[config.mk]
export PLATFORM = sky130hd
export DESIGN_NAME = umsb_top
export DESIGN_NICKNAME = d
export VERILOG_FILES = /design/src/hdl/umsb_pkg.sv /design/src/hdl/umsb_sync.sv /design/src/hdl/umsb_baud.sv /design/src/hdl/umsb_top.sv
export SDC_FILE = /design/constraint.sdc
export NUM_CORES = 1
export LEC_CHECK = 0
export ABC_CLOCK_PERIOD_IN_PS = 4100
export BUFFER_PORTS_ARGS = -buffer_cell sky130_fd_sc_hd__buf_4
export CORE_ASPECT_RATIO = 0.8
export CORE_MARGIN = 8
export CORE_UTILIZATION = 50
export CTS_BUF_LIST = sky130_fd_sc_hd__clkbuf_4 sky130_fd_sc_hd__clkbuf_8 sky130_fd_sc_hd__clkbuf_16
export DETAILED_ROUTE_END_ITERATION = 10
export PLACE_DENSITY_LB_ADDON = 0.05
export SYNTH_ARGS = -nofsm -noshare
export SYNTH_HDL_FRONTEND = slang
export SYNTH_HIERARCHICAL = 1
export SYNTH_SLANG_ARGS = --single-unit
[constraint.sdc]
create_clock -name CORE_CLK -period 4.1 [get_ports CORE_CLK]
set_input_delay 0.41 -clock CORE_CLK [delete_from_list [all_inputs] [get_ports CORE_CLK]]
set_output_delay 0.41 -clock CORE_CLK [all_outputs]
set_load 0.03 [all_outputs]
[src/hdl/umsb_pkg.sv]
package umsb_pkg;
   // Register byte addresses (word per register)
   localparam logic [4:0] ADDR_RBR_THR_DLL = 5'h00;
   localparam logic [4:0] ADDR_IER_DLM = 5'h04;
   localparam logic [4:0] ADDR_LCR = 5'h0c;
   localparam logic [4:0] ADDR_MCR = 5'h10;
   localparam logic [4:0] ADDR_LSR = 5'h14;
   localparam logic [4:0] ADDR_MSR = 5'h18;
   localparam logic [4:0] ADDR_SCR = 5'h1c;
   // Field positions
   localparam int MCR_DTR = 0;
   localparam int MCR_RTS = 1;
   localparam int MCR_AUXA = 2;
   localparam int MCR_AUXB = 3;
   localparam int MCR_LOOP = 4;
   localparam int LCR_DIVSEL = 7;
   localparam int IER_MODEM = 3;
   localparam int IER_LINE = 2;
   localparam int IER_RXDATA = 0;
   localparam int IER_TXEMPTY = 1;
   // Reset values and bus response codes
   localparam logic [7:0] MCR_RESET = 8'h00;
   localparam logic [7:0] IER_RESET = 8'h00;
   localparam logic [7:0] LCR_RESET = 8'h00;
   localparam logic [7:0] SCR_RESET = 8'h00;
   localparam logic [15:0] DIV_RESET = 16'h0000;
   localparam logic [1:0] RESP_OKAY = 2'b00;
   localparam logic [1:0] RESP_SLVERR = 2'b10;

   // Receiver events from the shift/framing logic
   typedef struct packed {
      logic load;
      logic [7:0] data;
      logic parity_err;
      logic frame_err;
      logic brk;
   } umsb_rx_s;

   // Transmitter status from the shift logic
   typedef struct packed {
      logic shift_empty;
      logic take;
   } umsb_tx_s;

   typedef struct packed {
      logic cts;
      logic dsr;
      logic ri;
      logic dcd;
   } umsb_modem_s;

   typedef enum logic [1:0] {UMSB_IDLE, UMSB_RESP} umsb_bus_e;
endpackage

[src/hdl/umsb_sync.sv]
`timescale 1ns/100ps
module umsb_sync #(
   parameter int WIDTH = 1
) (
   // Clock and reset
   input wire logic clk,
   input wire logic rst,
   // Data
   input wire logic [WIDTH-1:0] d,
   output logic [WIDTH-1:0] q
);
   logic [WIDTH-1:0] meta;
   logic [WIDTH-1:0] next_meta;
   logic [WIDTH-1:0] next_q;

   always_comb begin
      next_meta = d;
      next_q = meta;
   end

   // Modem pins start from the idle high level
   always_ff @(posedge clk or posedge rst) begin
      if (rst) begin
         meta <= '1;
         q <= '1;
      end else begin
         meta <= next_meta;
         q <= next_q;
      end
   end
endmodule

[src/hdl/umsb_baud.sv]
`timescale 1ns/100ps
module umsb_baud #(
   parameter int DIV_W = 16
) (
   // Clock and reset
   input wire logic clk,
   input wire logic rst,
   // Divisor
   input wire logic [DIV_W-1:0] divisor,
   input wire logic reload,
   // Output
   output logic baud_tick
);
   logic [DIV_W-1:0] count;
   logic [DIV_W-1:0] next_count;
   logic next_tick;

   // A zero divisor wraps through all 2^DIV_W states
   always_comb begin
      next_count = count - {{(DIV_W-1){1'b0}}, 1'b1};
      next_tick = 1'b0;
      if (reload) begin
         next_count = divisor;
      end else if (count == {{(DIV_W-1){1'b0}}, 1'b1}) begin
         next_count = divisor;
         next_tick = 1'b1;
      end
   end

   always_ff @(posedge clk or posedge rst) begin
      if (rst) begin
         count <= '0;
         baud_tick <= 1'b0;
      end else begin
         count <= next_count;
         baud_tick <= next_tick;
      end
   end
endmodule

[src/hdl/umsb_top.sv]
// The implementer's own choices: the AXI4-Lite slave port and the register offsets.
`timescale 1ns/100ps
module umsb_top
   import umsb_pkg::*;
#(
   parameter int DIV_W = 16
) (
   // Clock and reset
   input wire logic CORE_CLK,
   input wire logic RESET,
   // AXI4-Lite write address, data and response
   input wire logic [4:0] AWADDR,
   input wire logic AWVALID,
   output logic AWREADY,
   input wire logic [31:0] WDATA,
   input wire logic [3:0] WSTRB,
   input wire logic WVALID,
   output logic WREADY,
   output logic [1:0] BRESP,
   output logic BVALID,
   input wire logic BREADY,
   // AXI4-Lite read
   input wire logic [4:0] ARADDR,
   input wire logic ARVALID,
   output logic ARREADY,
   output logic [31:0] RDATA,
   output logic [1:0] RRESP,
   output logic RVALID,
   input wire logic RREADY,
   // Modem lines, active low on the wire
   output logic DTR_N,
   output logic RTS_N,
   input wire logic CTS_N,
   input wire logic DSR_N,
   input wire logic RI_N,
   input wire logic DCD_N,
   // Serial lines
   output logic TXD,
   input wire logic RXD,
   // Shift-register side of the UART, plus the interrupt output
   input wire logic TX_SHIFT_OUT,
   output logic RX_SHIFT_IN,
   input wire umsb_pkg::umsb_rx_s RX_EVT,
   input wire umsb_pkg::umsb_tx_s TX_EVT,
   output logic [7:0] TX_HOLDING,
   output logic TX_HOLD_FULL,
   output logic [7:0] LINE_CTRL,
   output logic BAUD_TICK,
   output logic IRQ
);
   import umsb_pkg::*;

   logic [7:0] modem_control_reg, next_mcr;
   logic [7:0] irq_enable_reg, next_ier;
   logic [7:0] line_ctrl, next_lcr;
   logic [7:0] spare_storage_reg, next_scr;
   logic [7:0] divisor_low_byte, next_dll;
   logic [7:0] divisor_high_byte, next_dlm;
   logic [7:0] rx_buffer, next_rbr;
   logic [7:0] tx_holding, next_thr;
   logic [3:0] flags, next_flags;
   logic data_ready_flag, next_dr;
   logic tx_hold_empty_flag, next_tx_hold_empty_flag;
   umsb_modem_s prev_st, next_prev;
   logic [3:0] chg, next_chg;
   umsb_bus_e wstate, next_wstate, rstate, next_rstate;
   logic aw_got, next_aw_got, w_got, next_w_got;
   logic [4:0] aw_addr, next_aw_addr;
   logic [7:0] w_byte, next_w_byte;
   logic w_en, next_w_en;
   logic [1:0] bresp, next_bresp, rresp, next_rresp;
   logic [31:0] rdata, next_rdata;
   logic reload, next_reload;
   logic [3:0] pins_sync;
   umsb_modem_s st;
   logic loopback, divsel, wr_fire, rd_fire, wr_ok, rd_ok;
   logic tx_idle_flag;
   logic [7:0] lsr_val, msr_val;

   // Pins pass two flops before anything looks at them
   umsb_sync #(.WIDTH(4)) u_sync (
      .clk(CORE_CLK),
      .rst(RESET),
      .d({DCD_N, RI_N, DSR_N, CTS_N}),
      .q(pins_sync)
   );

   umsb_baud #(.DIV_W(DIV_W)) u_baud (
      .clk(CORE_CLK),
      .rst(RESET),
      .divisor({divisor_high_byte, divisor_low_byte}),
      .reload(reload),
      .baud_tick(BAUD_TICK)
   );

   assign loopback = modem_control_reg[MCR_LOOP];
   assign divsel = line_ctrl[LCR_DIVSEL];

   always_comb begin
      if (loopback) begin
         st.cts = modem_control_reg[MCR_RTS];
         st.dsr = modem_control_reg[MCR_DTR];
         st.ri = modem_control_reg[MCR_AUXA];
         st.dcd = modem_control_reg[MCR_AUXB];
      end else begin
         st.cts = ~pins_sync[0];
         st.dsr = ~pins_sync[1];
         st.ri = ~pins_sync[2];
         st.dcd = ~pins_sync[3];
      end
   end

   assign DTR_N = ~modem_control_reg[MCR_DTR];
   assign RTS_N = ~modem_control_reg[MCR_RTS];
   // aux bits have no pins; they only feed loop-back status
   assign TXD = loopback ? 1'b1 : TX_SHIFT_OUT;
   // shift output returns to receiver with no delay
   assign RX_SHIFT_IN = loopback ? TX_SHIFT_OUT : RXD;

   // both holding and shift register empty
   assign tx_idle_flag = tx_hold_empty_flag & TX_EVT.shift_empty;
   assign lsr_val = {1'b0, tx_idle_flag, tx_hold_empty_flag, flags,
                     data_ready_flag};
   assign msr_val = {st.dcd, st.ri, st.dsr, st.cts, chg};

   assign TX_HOLDING = tx_holding;
   assign TX_HOLD_FULL = ~tx_hold_empty_flag;
   assign LINE_CTRL = line_ctrl;

   // Bus channel state
   assign AWREADY = (wstate == UMSB_IDLE) & ~aw_got;
   assign WREADY = (wstate == UMSB_IDLE) & ~w_got;
   assign BVALID = (wstate == UMSB_RESP);
   assign BRESP = bresp;
   assign ARREADY = (rstate == UMSB_IDLE);
   assign RVALID = (rstate == UMSB_RESP);
   assign RDATA = rdata;
   assign RRESP = rresp;

   // Write happens once both address and data are held or present on the bus
   assign wr_fire = (wstate == UMSB_IDLE) & (aw_got | AWVALID)
                    & (w_got | WVALID);
   assign rd_fire = ARVALID & ARREADY;

   function automatic logic mapped(input logic [4:0] a);
      mapped = (a[1:0] == 2'b00) && (a <= ADDR_SCR);
   endfunction

   always_comb begin
      logic [4:0] wa;
      logic [7:0] wb;
      wa = aw_got ? aw_addr : AWADDR;
      wb = w_got ? w_byte : WDATA[7:0];
      wr_ok = mapped(wa) && (wa != ADDR_LSR);
      next_wstate = wstate;
      next_aw_got = aw_got;
      next_w_got = w_got;
      next_aw_addr = aw_addr;
      next_w_byte = w_byte;
      next_w_en = w_en;
      next_bresp = bresp;
      next_mcr = modem_control_reg;
      next_ier = irq_enable_reg;
      next_lcr = line_ctrl;
      next_scr = spare_storage_reg;
      next_dll = divisor_low_byte;
      next_dlm = divisor_high_byte;
      next_thr = tx_holding;
      next_reload = 1'b0;
      next_tx_hold_empty_flag = tx_hold_empty_flag;
      next_chg = chg;
      case (wstate)
         UMSB_IDLE: begin
            if (AWVALID && AWREADY) begin
               next_aw_got = 1'b1;
               next_aw_addr = AWADDR;
            end
            if (WVALID && WREADY) begin
               next_w_got = 1'b1;
               next_w_byte = WDATA[7:0];
               // Strobe kept with the data when address comes later
               next_w_en = WSTRB[0];
            end
            if (wr_fire) begin
               next_aw_got = 1'b0;
               next_w_got = 1'b0;
               next_wstate = UMSB_RESP;
               next_bresp = wr_ok ? RESP_OKAY : RESP_SLVERR;
               if (wr_ok && (w_got ? w_en : WSTRB[0])) begin
                  case (wa)
                     ADDR_RBR_THR_DLL: begin
                        if (divsel) begin
                           next_dll = wb;
                           next_reload = 1'b1;
                        end else begin
                           next_thr = wb;
                           next_tx_hold_empty_flag = 1'b0;
                        end
                     end
                     ADDR_IER_DLM: begin
                        if (divsel) begin
                           next_dlm = wb;
                           next_reload = 1'b1;
                        end else begin
                           next_ier = {4'h0, wb[3:0]};
                        end
                     end
                     ADDR_LCR: next_lcr = wb;
                     ADDR_MCR: next_mcr = {3'h0, wb[4:0]};
                     ADDR_MSR: next_chg = wb[3:0];
                     ADDR_SCR: next_scr = wb;
                     default: next_scr = spare_storage_reg;
                  endcase
               end
            end
         end
         UMSB_RESP: begin
            if (BREADY) begin
               next_wstate = UMSB_IDLE;
            end
         end
         default: next_wstate = UMSB_IDLE;
      endcase
      if (TX_EVT.take) begin
         next_tx_hold_empty_flag = 1'b1;
      end
      if (rd_fire && ARADDR == ADDR_MSR) begin
         next_chg = 4'h0;
      end
      // change detection, set wins over clear
      if (st.cts != prev_st.cts) begin
         next_chg[0] = 1'b1;
      end
      if (st.dsr != prev_st.dsr) begin
         next_chg[1] = 1'b1;
      end
      if (!st.ri && prev_st.ri) begin
         next_chg[2] = 1'b1;
      end
      if (st.dcd != prev_st.dcd) begin
         next_chg[3] = 1'b1;
      end
   end

   // Read path and receive flags
   always_comb begin
      rd_ok = mapped(ARADDR);
      next_rstate = rstate;
      next_rdata = rdata;
      next_rresp = rresp;
      next_rbr = rx_buffer;
      next_dr = data_ready_flag;
      next_flags = flags;
      next_prev = st;
      case (rstate)
         UMSB_IDLE: begin
            if (rd_fire) begin
               next_rstate = UMSB_RESP;
               next_rresp = rd_ok ? RESP_OKAY : RESP_SLVERR;
               next_rdata = 32'h0000_0000;
               case (ARADDR)
                  ADDR_RBR_THR_DLL: begin
                     if (divsel) begin
                        next_rdata[7:0] = divisor_low_byte;
                     end else begin
                        next_rdata[7:0] = rx_buffer;
                        next_dr = 1'b0;
                     end
                  end
                  ADDR_IER_DLM: next_rdata[7:0] = divsel ?
                     divisor_high_byte : irq_enable_reg;
                  ADDR_LCR: next_rdata[7:0] = line_ctrl;
                  ADDR_MCR: next_rdata[7:0] = modem_control_reg;
                  ADDR_LSR: begin
                     next_rdata[7:0] = lsr_val;
                     next_flags = 4'h0;
                  end
                  ADDR_MSR: next_rdata[7:0] = msr_val;
                  ADDR_SCR: next_rdata[7:0] = spare_storage_reg;
                  default: next_rdata = 32'h0000_0000;
               endcase
            end
         end
         UMSB_RESP: begin
            if (RREADY) begin
               next_rstate = UMSB_IDLE;
            end
         end
         default: next_rstate = UMSB_IDLE;
      endcase
      // Receive events win over a same-cycle clearing read
      if (RX_EVT.load) begin
         next_rbr = RX_EVT.data;
         next_dr = 1'b1;
         if (data_ready_flag) begin
            next_flags[0] = 1'b1;
         end
         if (RX_EVT.parity_err) begin
            next_flags[1] = 1'b1;
         end
         if (RX_EVT.frame_err) begin
            next_flags[2] = 1'b1;
         end
      end
      if (RX_EVT.brk) begin
         next_flags[3] = 1'b1;
      end
   end

   assign IRQ = (irq_enable_reg[IER_LINE] & |flags)
              | (irq_enable_reg[IER_RXDATA] & data_ready_flag)
              | (irq_enable_reg[IER_TXEMPTY] & tx_hold_empty_flag)
              | (irq_enable_reg[IER_MODEM] & |chg);

   always_ff @(posedge CORE_CLK or posedge RESET) begin
      if (RESET) begin
         modem_control_reg <= MCR_RESET;
         irq_enable_reg <= IER_RESET;
         line_ctrl <= LCR_RESET;
         spare_storage_reg <= SCR_RESET;
         divisor_low_byte <= DIV_RESET[7:0];
         divisor_high_byte <= DIV_RESET[15:8];
         rx_buffer <= 8'h00;
         tx_holding <= 8'h00;
         flags <= 4'h0;
         data_ready_flag <= 1'b0;
         tx_hold_empty_flag <= 1'b1;
         prev_st <= '0;
         chg <= 4'h0;
         wstate <= UMSB_IDLE;
         rstate <= UMSB_IDLE;
         aw_got <= 1'b0;
         w_got <= 1'b0;
         aw_addr <= 5'h00;
         w_byte <= 8'h00;
         w_en <= 1'b0;
         bresp <= 2'b00;
         rresp <= 2'b00;
         rdata <= 32'h0000_0000;
         reload <= 1'b0;
      end else begin
         modem_control_reg <= next_mcr;
         irq_enable_reg <= next_ier;
         line_ctrl <= next_lcr;
         spare_storage_reg <= next_scr;
         divisor_low_byte <= next_dll;
         divisor_high_byte <= next_dlm;
         rx_buffer <= next_rbr;
         tx_holding <= next_thr;
         flags <= next_flags;
         data_ready_flag <= next_dr;
         tx_hold_empty_flag <= next_tx_hold_empty_flag;
         prev_st <= next_prev;
         chg <= next_chg;
         wstate <= next_wstate;
         rstate <= next_rstate;
         aw_got <= next_aw_got;
         w_got <= next_w_got;
         aw_addr <= next_aw_addr;
         w_byte <= next_w_byte;
         w_en <= next_w_en;
         bresp <= next_bresp;
         rresp <= next_rresp;
         rdata <= next_rdata;
         reload <= next_reload;
      end
   end
endmodule

=== Word-level counts from Yosys, hierarchy flattened ===
Index checks and enable logic that the tools add are counted.

* Bits in registers: 129
* Input bits: 73
* Output and inout port bits: 64
* Logic and storage cells: 212

* Add/sub/neg operators: 1
* Order comparisons: 2
* Equal/unequal tests: 24
* Muxes and demuxes: 57
* Bitwise operators: 25
* Reductions and logical operators: 68

{| class="wikitable"
|+ Operators by type and width
! cell !! number
|-
| $pmux W8 S7 || 1
|-
| $reduce_bool A3 Y1 || 16
|-
| $mux W4 || 9
|-
| $eq A5 B5 Y1 const B || 7
|-
| $mux W1 || 32
|-
| $mux W16 || 2
|-
| $reduce_and A4 Y1 || 8
|-
| $reduce_and A5 Y1 || 5
|-
| $mux W8 || 3
|-
| $reduce_bool A2 Y1 || 12
|-
| $eq A16 B1 Y1 const B || 1
|-
| $reduce_and A2 Y1 || 8
|-
| $sub A16 B1 Y16 const B || 1
|-
| $mux W2 || 6
|-
| $and A1 B1 Y1 || 10
|-
| $eq A5 B3 Y1 const B || 2
|-
| $eq A5 B4 Y1 const B || 2
|-
| $le A5 B5 Y1 const B || 2
|-
| $logic_not A5 Y1 || 2
|-
| $not A1 Y1 || 10
|-
| $logic_and A1 B1 Y1 || 8
|-
| $logic_not A2 Y1 || 4
|-
| $pmux W2 S2 || 2
|-
| $reduce_or A4 Y1 || 2
|-
| other kinds (11) || 22
|}

=== Logic depth before layout (Yosys ltp) ===
Gate-level depths: netlist of the first run.

* Depth after elaboration: 10
* Mapped depth: 7

=== Cells and area by module ===
Netlist of the first run, hierarchy kept.

{| class="wikitable"
|+ By module, submodules not included
! module !! instances !! cells each !! area each (um^2) !! sequential area each (um^2)
|-
| umsb_top || 1 || 421 || 4,953.5 || 2,503.7
|-
| umsb_baud || 1 || 97 || 988.4 || 425.4
|-
| umsb_sync || 1 || 9 || 214.0 || 210.2
|}

=== Worst setup path after synthesis of the first run ===
No wires, ideal clock.

* Kind: in2reg
* From: in AWADDR[0]
* To: reg tx_holding[1] (netlist: TX_HOLDING[1])
* Library setup time: 0.125 ns
* Arrival time: 2.146 ns
* Data required time: 3.975 ns
* Slack: 1.829 ns
* Stages: 5
* Buffers on the path: 0
* Cells stage by stage: or3_1 > a211oi_4 > nand2b_2 > nor4b_4 > mux2_2

* Longest elaborated chain between the ends: 6
* Elaborated cells on any way between the ends: 9
* Those cells by class: 1 x order compare; 1 x eq/ne; 1 x mux; 6 x reduce/logical

{| class="wikitable"
|+ RTL lines
! element !! RTL line !! text
|-
| start, declared || umsb_top.sv:12 || <nowiki>input wire logic [4:0] AWADDR,</nowiki>
|-
| $mux W5 * || umsb_top.sv:152 || <nowiki>wa = aw_got ? aw_addr : AWADDR;</nowiki>
|-
| $le A5 B5 Y1 or $logic_not A2 Y1 (tied branches) || umsb_top.sv:146 || <nowiki>mapped = (a[1:0] == 2'b00) && (a <= ADDR_SCR);</nowiki>
|-
| $logic_and A1 B1 Y1 || umsb_top.sv:146 ||
|-
| $logic_and A1 B1 Y1 || umsb_top.sv:154 || <nowiki>wr_ok = mapped(wa) && (wa != ADDR_LSR);</nowiki>
|-
| $logic_and A1 B1 Y1 || umsb_top.sv:189 || <nowiki>if (wr_ok && (w_got ? w_en : WSTRB[0])) begin</nowiki>
|-
| $reduce_and A5 Y1 (no line) * || -- ||
|-
| end signal, assigned || umsb_top.sv:349 || <nowiki>tx_holding <= next_thr;</nowiki>
|-
| end, declared || umsb_top.sv:60 || <nowiki>logic [7:0] tx_holding, next_thr;</nowiki>
|}

Every way passes the cells marked *; elsewhere a longest branch is shown, timed or not.
A chain may end at the register's enable or synchronous reset.

=== Worst setup path after layout of the first run ===
* From: reg aw_got
* To: reg tx_holding[1] (netlist: TX_HOLDING[1])

* Longest elaborated chain between the ends: 6
* Elaborated cells on any way between the ends: 12
* Those cells by class: 1 x order compare; 1 x eq/ne; 1 x mux; 3 x bitwise; 6 x reduce/logical

{| class="wikitable"
|+ RTL lines
! element !! RTL line !! text
|-
| start, declared || umsb_top.sv:67 || <nowiki>logic aw_got, next_aw_got, w_got, next_w_got;</nowiki>
|-
| start signal, assigned || umsb_top.sv:357 || <nowiki>aw_got <= next_aw_got;</nowiki>
|-
| $mux W5 || umsb_top.sv:152 ||
|-
| $le A5 B5 Y1 or $logic_not A2 Y1 (tied branches) || umsb_top.sv:146 ||
|-
| $logic_and A1 B1 Y1 || umsb_top.sv:146 ||
|-
| $logic_and A1 B1 Y1 || umsb_top.sv:154 ||
|-
| $logic_and A1 B1 Y1 || umsb_top.sv:189 ||
|-
| $reduce_and A5 Y1 (no line) * || -- ||
|}

Marked as above.

==> results.toml, run 1 <==
[die]
rows = 36
io_pins = 137
die_w_um = 140
core-area_mm2 = 0.0121
die_area_mm2 = 0.0161
fp.dieH_um = 115
initial_utilization = 0.508

[setup_path]
crit_required_ns = 4.40
path_class = "reg2reg"
r2r_cells = 5
critPathCaptureType = "flop"
worstSetupStartpointType = "flop"
worstPathArrival_ns = 3.04
cp_max_fo = 15

[detailed_routing]
drc_errors = 0
drtPass1Iterations = 5
via_per_inst = 5.51
ant_nets = 0
drt-total-wl_um = 15400
via_count = 4273
initialDrtViolationCount = 303
wl_per_cell_um = 19.8

[yosys]
yosys-top-cells-count = "116 x dfrtp_1, 83 x mux2_2, 37 x nor2_1"
ys_warn_count = 6
synth-xor-area-share = 0.0199
yosysSeqAreaShare = 0.510
syn-instance-count = 527
synth_cell_types = 65
synthSimpleGateAreaFrac = 0.119
synthFlopType = "dfrtp_1"
synth_top_cell_by_area = "dfrtp_1"
synthTopCellsByArea = "dfrtp_1 47%, mux2_2 15%, mux2i_1 3.9%, dfstp_2 3.8%, buf_4 3.2%"
synth_most_common_cell = "dfrtp_1"
ys_seq_elements = 125
synth_top_family_by_area = "multiplexers"
synth_edf_count = 0
synth.top_cell.area_share = 0.472
synth_area_mm2 = 0.00616
synth-async-reset-ratio = 1.00
syn_area_per_cell_um2 = 11.7
synthMuxAreaShare = 0.193
synth_compound_area_frac = 0.0974
synth_fa_ha_area_frac = 0.00407

[sta]
worstMarginPinSlew_ns = 1.05
finalClockSkew_ns = 0.00671
setup_viol = 0
max_freq_ghz = 0.365
final_hold_viol_count = 0
tns_ns = 0
timing.final.crit_period_ns = 2.74
worst_slack_ns = 1.36
fin_crit_sh = 0.668
rsz0062_at_grt = "false"
relSlewSlack = 0.302
drv_slew = 0
whs_ns = 0.0997

[place]
hpwl_um = 11200
numPortBuffers = 83
place_area_mm2 = 0.00680
dp_slack_ns = 1.37
gp_congestion = 0.869
dp.cells = 743

[run_status]
status = "completed"

[clock_tree]
ctsHoldBuffers = 0
clock_latency_ns = 0.42
numCtsBuffers = 17
cts_root_buf = "clkbuf_16"
clock_path_buffers = 2
cts_setup_buffers = 0
cts_tree = "built"
ctsResizeCount = 0
cts.sinks = 125
path_clk_slew_ns = 0.06
cts_max_level = 4

[layout]
diodes = 0
final_cells = 775
fin_nets = 685
finish.utilization = 0.617
area_growth_pct = 21.5
finish.instance_area_mm2 = 0.00748
largest_register_ffs = 16
drive_above_1_share = 0.374
top_register = "u_baud/count"

[hold_path]
hold_depth = 1
hold_class = "in2reg"

[power]
p_clk_frac = 0.358
p_int_mw = 3.29
power_frac_seq = 0.375
p_switching_mw = 1.57
p_per_area_mw_per_mm2 = 650
max-vdd-ir-drop_mv = 0.334
swShare = 0.323
p_comb_frac = 0.267
p_total_mw = 4.86
p_leak_nw = 3.41

[global_route]
grt.overflow.total = 0
grt_pass1_wl_um = 24500
antenna_found_initial = 0
grtUsageTotal = 0.196
first_global_vias = 4537
grt_max_degree = 84

[flow_run]
cap_viol_max_count = 0
## worst paths after layout
kind                                start           endpoint  slack (ns)
max                                aw_got      TX_HOLDING[1]        1.36
min                                 DCD_N     u_sync/meta[3]         0.1
max reg2reg                        aw_got      TX_HOLDING[1]        1.36
min reg2reg                u_sync/meta[1]        u_sync/q[1]        0.35
max in group asynchronous           RESET  irq_enable_reg[1]        2.97
min in group asynchronous           RESET   u_baud/count[12]        0.12
## cells in the final DEF (no fill, tap or decap), drive strengths merged, types with 4 or more instances in the layout
master	n
dfrtp	116
nand2	24
nand3b	4
nor2b	13
mux2	84
nor4	5
a21oi	25
nor3	11
xnor2	6
nand4	8
a211oi	4
xor2	8
mux2i	24
nor2	37
o21ai	17
dfstp	9
conb	26
nand3	7
buf	85
clkbuf	21
inv	16
nand2b	6
clkinv	4
o22ai	6
bufinv	6
## power by group through the flow
stage               Combinational (mW)  Sequential, mW  Clock (mW)
finish                            1.30            1.83        1.74
global route                      1.40            1.87        1.81
CTS                               1.31            1.83        1.76
detailed placement                1.30            1.84           0
global placement                  1.28            1.83           0
floorplan                        0.846            1.85           0
## logic make-up after synthesis
logic type      after synthesis
compound gates               84
xor+xnor                     14
fa+ha+maj                     2
buf+inv                      62
flops                       125
mux                         108
other cells                   1
simple gates                131
## cell type report
| type | instances | area, um2 |
|---|---|---|
| Sequential cell | 125 | 3140 |
| Timing Repair Buffer | 85 | 638 |
| Inverter | 16 | 62.6 |
| Tap cell | 152 | 190 |
| Clock inverter | 11 | 211 |
| Multi-Input combinational cell | 365 | 2770 |
| Clock buffer | 21 | 474 |
| Fill cell | 1003 | 4640 |
## metal layers
| metal | wire length, um | part of all wire | vias up | track usage |
|---|---|---|---|---|
| li1 | - | - | 2006 | - |
| met1 | 7320 | 0.48 | 2114 | 0.264 |
| met2 | 6940 | 0.45 | 134 | 0.303 |
| met3 | 885 | 0.058 | 19 | 0.0510 |
| met4 | 218 | 0.014 | 0 | 0.0707 |
| met5 | 0 | 0 | - | 0 |
## worst max-delay path, cell delays in order (launching register included)
cell,delay [ns]
dfrtp_1,0.57
or3b_1,0.45
a211oi_4,0.39
nand2b_2,0.16
nor4b_4,0.63
mux2_2,0.41
(Power assumes the default switching activity.)
==> run 2, diff against run 1 <==
--- a/config.mk
+++ b/config.mk
@@ -5,7 +5,8 @@
 export SDC_FILE = /design/constraint.sdc
 export NUM_CORES = 1
 export LEC_CHECK = 0
-export ABC_CLOCK_PERIOD_IN_PS = 4100
+export ABC_AREA = 1
+export ABC_CLOCK_PERIOD_IN_PS = 2600
 export BUFFER_PORTS_ARGS = -buffer_cell sky130_fd_sc_hd__buf_4
 export CORE_ASPECT_RATIO = 0.8
 export CORE_MARGIN = 8
==> constraint.sdc (replaced) <==
create_clock -name CORE_CLK -period 2.6 [get_ports CORE_CLK]
set_input_delay 0.26 -clock CORE_CLK [delete_from_list [all_inputs] [get_ports CORE_CLK]]
set_output_delay 0.26 -clock CORE_CLK [all_outputs]
set_load 0.03 [all_outputs]
==> results.toml, run 2 <==
[yosys]
syn_area_per_cell_um2 = 7.61
ys_warn_count = 6
synth_most_common_cell = "nand2_1"
synthTopCellsByArea = "dfrtp_1 44%, nand2_1 17%, nand3_1 5.3%, nor2_1 4.8%, inv_1 4.0%"
synth_edf_count = 0
synthFlopType = "dfrtp_1"
synth_top_cell_by_area = "dfrtp_1"
synth-async-reset-ratio = 1.00
synth_cell_types = 40
yosysSeqAreaShare = 0.475
syn-instance-count = 869
yosys-top-cells-count = "305 x nand2_1, 116 x dfrtp_1, 84 x nor2_1"
synth.top_cell.area_share = 0.439
synth_area_mm2 = 0.00661
ys_seq_elements = 125

[global_route]
grtUsageTotal = 0.220
grt.overflow.total = 0
met2_usage = 0.326
first_global_vias = 5784
antenna_found_initial = 0
grt_busiest_layer = "met2"
gr-usage-met3 = 0.0471
met1_usage = 0.313
grt_max_degree = 38
grt_pass1_wl_um = 29500

[detailed_routing]
wl_per_cell_um = 15.8
drtPass1Iterations = 5
drc_errors = 0
via_count = 5862
via_per_inst = 5.08
initialDrtViolationCount = 487
drt-total-wl_um = 18200
ant_nets = 0

[clock_tree]
numCtsBuffers = 17
clock_latency_ns = 0.42
path_clk_slew_ns = 0.06
cts_tree = "built"
cts_max_level = 4
clock_path_buffers = 2
cts.sinks = 125
ctsResizeCount = 0
cts_root_buf = "clkbuf_16"
cts_setup_buffers = 0

[power]
p_comb_frac = 0.253
p_switching_mw = 2.34
p_int_mw = 4.45
p_leak_nw = 4.17
p_clk_frac = 0.382
max-vdd-ir-drop_mv = 0.628
p_per_area_mw_per_mm2 = 845
power_frac_seq = 0.365
swShare = 0.344

[setup_path]
crit_end = "divisor_high_byte[1]"
crit_required_ns = 2.91
path_depth = 9
crit_slowest_cell = "dfrtp_1"
critPathLaunch = "aw_got"
max_stage_delay_ns = 0.49
cp_cell_sequence = "inv_2 -> nand2_1 -> nand2_2 -> inv_1 -> nand2_1 -> nor3_2 -> nand2_1 -> nand2_1 -> nand2_1"
path_class = "reg2reg"
path_delay_family = "simple AND/OR/NAND/NOR gates"
cp_max_fo = 12
crit_top_cell = "nand2_1"
worst_r2r_endpoint = "divisor_high_byte[1]"
worstPathArrival_ns = 2.56
worstSetupStartpointType = "flop"
r2r_cells = 9
r2r-start = "aw_got"
path_buf_inv = 2
critPathCaptureType = "flop"
rrSetupSlack_ns = 0.34

[sta]
setup_viol = 0
final_hold_viol_count = 0
worstMarginPinSlew_ns = 0.725
timing.final.crit_period_ns = 2.26
drv_slew = 0
max_freq_ghz = 0.443
rsz0062_at_grt = "false"
whs_ns = 0.0213
relSlewSlack = 0.515
finalClockSkew_ns = 0.00623
tns_ns = 0
fin_crit_sh = 0.867

[flow_run]
cap_viol_max_count = 0

[layout]
fin_nets = 1040
final_common_cell = "nand2_1"
top_register = "u_baud/count"
nFillCells = 1179
layout_common_cells = "305 x nand2_1, 116 x dfrtp_1, 96 x buf_4"
finish.instance_area_mm2 = 0.00803
drive_above_1_share = 0.182
final_cells = 1153
diodes = 0
largest_register_ffs = 16
area_growth_pct = 21.5

[place]
place_area_mm2 = 0.00733
hpwl_um = 13600
dp.cells = 1116
numPortBuffers = 83
gp_congestion = 0.854

[hold_path]
hold_class = "in2reg"

[die]
initial_utilization = 0.514
rows = 37
core-area_mm2 = 0.0129
die_area_mm2 = 0.0172
die_w_um = 145
fp.dieH_um = 119
io_pins = 137

[run_status]
status = "completed"
-- run 2: cell types whose count changed after synthesis, moves of 13 or more --
cell     change
mux2i_1     -24
nand2_1    +281
nor2_1      +47
mux2_2      -77
nor2b_1     -13
nand3_1     +63
o21ai_0     +32
nand4_1     +23
inv_1       +54
-- run 2: power groups by stage --
stage,registers (mW),logic (mW),clock network (mW)
2_1_floorplan,2.50,1.13,0
3_3_place_gp,2.49,1.69,0
3_5_place_dp,2.50,1.71,0
4_1_cts,2.47,1.73,2.62
5_1_grt,2.51,1.89,2.71
6_report,2.48,1.72,2.59
-- run 2: worst min path at each step --
| stage | cells after the start | slack (ns) | from | endpoint |
|---|---|---|---|---|
| final | 2 | 0.02 | BREADY | wstate[0] |
| after global routing | 2 | 0.02 | BREADY | wstate[0] |
| after CTS | 2 | 0.003 | BREADY | wstate[0] |
| after detailed placement | 0 | 0.35 | u_sync/meta[1] | u_sync/q[1] |
| after global placement | 0 | 0.35 | u_sync/meta[0] | u_sync/q[0] |
| after floorplan | 1 | 0.19 | RESET | u_baud/baud_tick |
-- run 2: area by class of cell --
type | instances | area, um2 | area share
Clock buffer | 18 | 439 | 0.0547
Timing Repair Buffer | 102 | 791 | 0.0985
Sequential cell | 125 | 3140 | 0.391
Inverter | 76 | 289 | 0.0360
Tap cell | 175 | 219 | 0.0273
Clock inverter | 14 | 204 | 0.0254
Multi-Input combinational cell | 643 | 2950 | 0.367
-- run 2: per-stage QoR --
step | util | power (mW) | setup WS [ns]
floorplan | - | 3.63 | 0.846
global placement | 0.570 | 4.18 | 0.478
detailed placement | 0.570 | 4.21 | 0.420
CTS | 0.624 | 6.82 | 0.352
global route | 0.624 | 7.11 | 0.119
finish | 0.624 | 6.78 | 0.345
-- run 2: worst register-to-register path: cells and delay by family, from the launching register on --
family	cells	cell delay, ns
and+or+nand+nor	7	1.23
buffers and inverters	2	0.42
DFF	1	0.49
-- run 2: layer usage --
| layer | vias up | wire length, um | part of all wire |
|---|---|---|---|
| li1 | 2922 | - | - |
| met5 | - | 0 | 0 |
| met1 | 2720 | 8620 | 0.47 |
| met3 | 20 | 1250 | 0.069 |
| met4 | 0 | 265 | 0.015 |
| met2 | 200 | 8050 | 0.44 |
-- run 2: kinds of logic after synthesis --
group / count (synthesis) / share of synthesized area
XOR/XNOR: 6 / 0.00795
AO/OA/AOI/OAI: 76 / 0.0610
adder cells (fa/ha/maj): 2 / 0.00379
flip-flops: 125 / 0.475
buffers and inverters: 126 / 0.0933
other: 1 / 0.000567
multiplexers: 6 / 0.0102
AND/OR/NAND/NOR: 527 / 0.348
-- run 2: what timing repair did --
| action | 4_1_cts | 5_1_grt |
|---|---|---|
| hold endpoints to repair | 31 | 0 |
| hold buffers | 5 | 0 |
| endpoints found under the setup margin | 0 | 0 |
==> run 3, diff against run 2 <==
--- a/config.mk
+++ b/config.mk
@@ -7,12 +7,13 @@
 export LEC_CHECK = 0
 export ABC_AREA = 1
 export ABC_CLOCK_PERIOD_IN_PS = 2600
-export BUFFER_PORTS_ARGS = -buffer_cell sky130_fd_sc_hd__buf_4
+export CAP_MARGIN = 20
 export CORE_ASPECT_RATIO = 0.8
 export CORE_MARGIN = 8
 export CORE_UTILIZATION = 50
 export CTS_BUF_LIST = sky130_fd_sc_hd__clkbuf_4 sky130_fd_sc_hd__clkbuf_8 sky130_fd_sc_hd__clkbuf_16
 export DETAILED_ROUTE_END_ITERATION = 10
+export DONT_BUFFER_PORTS = 1
 export PLACE_DENSITY_LB_ADDON = 0.05
 export SYNTH_ARGS = -nofsm -noshare
 export SYNTH_HDL_FRONTEND = slang
==> results.toml, run 3 (synthesis gave the netlist of run 2 again) <==
[run_status]
status = "completed"

[die]
core-area_mm2 = 0.0129
initial_utilization = 0.514
die_w_um = 145
io_pins = 137
die_area_mm2 = 0.0172
rows = 37
fp.dieH_um = 119

[setup_path]
worstSetupStartpointType = "flop"
critPathCaptureType = "flop"
path_class = "reg2reg"
crit_required_ns = 2.91
cp_max_fo = 12
worstPathArrival_ns = 2.55

[layout]
seqCellArea_mm2 = 0.00314
layout_common_cells = "305 x nand2_1, 116 x dfrtp_1, 84 x nor2_1"
finish.instance_area_mm2 = 0.00761
top_register = "u_baud/count"
final_common_cell = "nand2_1"
area_growth_pct = 15.2
drive_above_1_share = 0.103
nFillCells = 1198
fin_nets = 979
largest_register_ffs = 16
multiInputGateArea_mm2 = 0.00295

[sta]
worst_slack_ns = 0.356
worstMarginPinSlew_ns = 0.870
tns_ns = 0
rsz0062_at_grt = "false"
setup_viol = 0
finalClockSkew_ns = 0.00772
drv_slew = 0
timing.final.crit_period_ns = 2.24
relSlewSlack = 0.419
max_freq_ghz = 0.446
final_hold_viol_count = 0
fin_crit_sh = 0.863

[detailed_routing]
initialDrtViolationCount = 409
drtPass1Iterations = 5
drt-total-wl_um = 18400
drc_errors = 0
via_count = 5731
ant_nets = 0
via_per_inst = 5.24
wl_per_cell_um = 16.9

[clock_tree]
clock_path_buffers = 2
cts_max_level = 4
path_clk_slew_ns = 0.06
cts.sinks = 125
cts_tree = "built"
clock_latency_ns = 0.42
cts_root_buf = "clkbuf_16"
ctsHoldBuffers = 28
cts_setup_buffers = 0
numCtsBuffers = 17
ctsResizeCount = 0

[global_route]
first_global_vias = 5698
antenna_found_initial = 1
grt_pass1_wl_um = 29900
grt_max_degree = 44
grt.overflow.total = 0
grtUsageTotal = 0.224

[place]
hpwl_um = 13700
gp_congestion = 0.904
numPortBuffers = 0
dp_slack_ns = 0.399
place_area_mm2 = 0.00670

[power]
p_leak_nw = 3.84
p_total_mw = 6.55
max-vdd-ir-drop_mv = 0.660
p_per_area_mw_per_mm2 = 860

[flow_run]
cap_viol_max_count = 0

[hold_path]
hold_class = "in2reg"
[run 3: changes by cell type in the layout (fill, tap and decap cells not counted), sizes merged]
cell         change
buf             -84
dlygate4sd3     +23
clkinv           +2
bufinv           -1
clkbuf           -1
clkinvlp         -1
diode            +1
inv              +1
[run 3: cell type report]
| type | instances | share of cell area |
|---|---|---|
| diodes | 1 | 0.000329 |
| clock buffers | 17 | 0.0559 |
| clock inverters | 15 | 0.0265 |
| inverters | 76 | 0.0380 |
| multi-input cells | 643 | 0.387 |
| flip-flops and latches | 125 | 0.412 |
| well taps | 175 | 0.0288 |
| repair buffers | 41 | 0.0513 |
[run 3: worst max-delay path, stage by stage, from the launching register on]
cell and delay (ns):
dfrtp_1 0.49, inv_2 0.10, nand2_1 0.09, nand2_2 0.18, inv_1 0.36, nand2_1 0.14, nor3_2 0.31, nand2_1 0.27
nand2_1 0.13, nand2_1 0.06
[run 3: path summary, 6_finish.rpt]
kind                                 from                   end  slack (ns)  cells after the start
max in group asynchronous           RESET    tx_hold_empty_flag        1.27                      3
setup reg to reg                   aw_got  divisor_high_byte[0]        0.36                      9
setup / recovery                   aw_got  divisor_high_byte[0]        0.36                      9
hold / removal                   WDATA[7]             w_byte[7]        0.02                      2
min in group asynchronous           RESET       u_baud/count[1]        0.55                      2
hold reg to reg            u_sync/meta[0]           u_sync/q[0]        0.36                      0
[run 3: per-stage QoR]
stage / util / hold slack [ns] / std cells
6_report: 0.592 / 0.0175 / 1093
3_3_place_gp: 0.521 / 0.265 / 1032
3_5_place_dp: 0.521 / 0.265 / 1032
5_1_grt: 0.592 / 0.00987 / 1093
4_1_cts: 0.591 / 0.00404 / 1092
2_1_floorplan: - / 0.186 / 894
[run 3: report_power, final]
group | internal [mW] | leakage (nW) | switching [mW]
clock network | 1.54 | 0.305 | 0.990
logic | 0.410 | 2.01 | 1.02
registers | 2.23 | 1.52 | 0.348
total | 4.19 | 3.84 | 2.36
[run 3: per-layer routing]
metal	GRT usage	up-vias	wire, um
li1	-	2804	-
met1	0.305	2725	8580
met2	0.340	184	8160
met3	0.0711	18	1490
met4	0.0552	0	204
met5	0	-	0
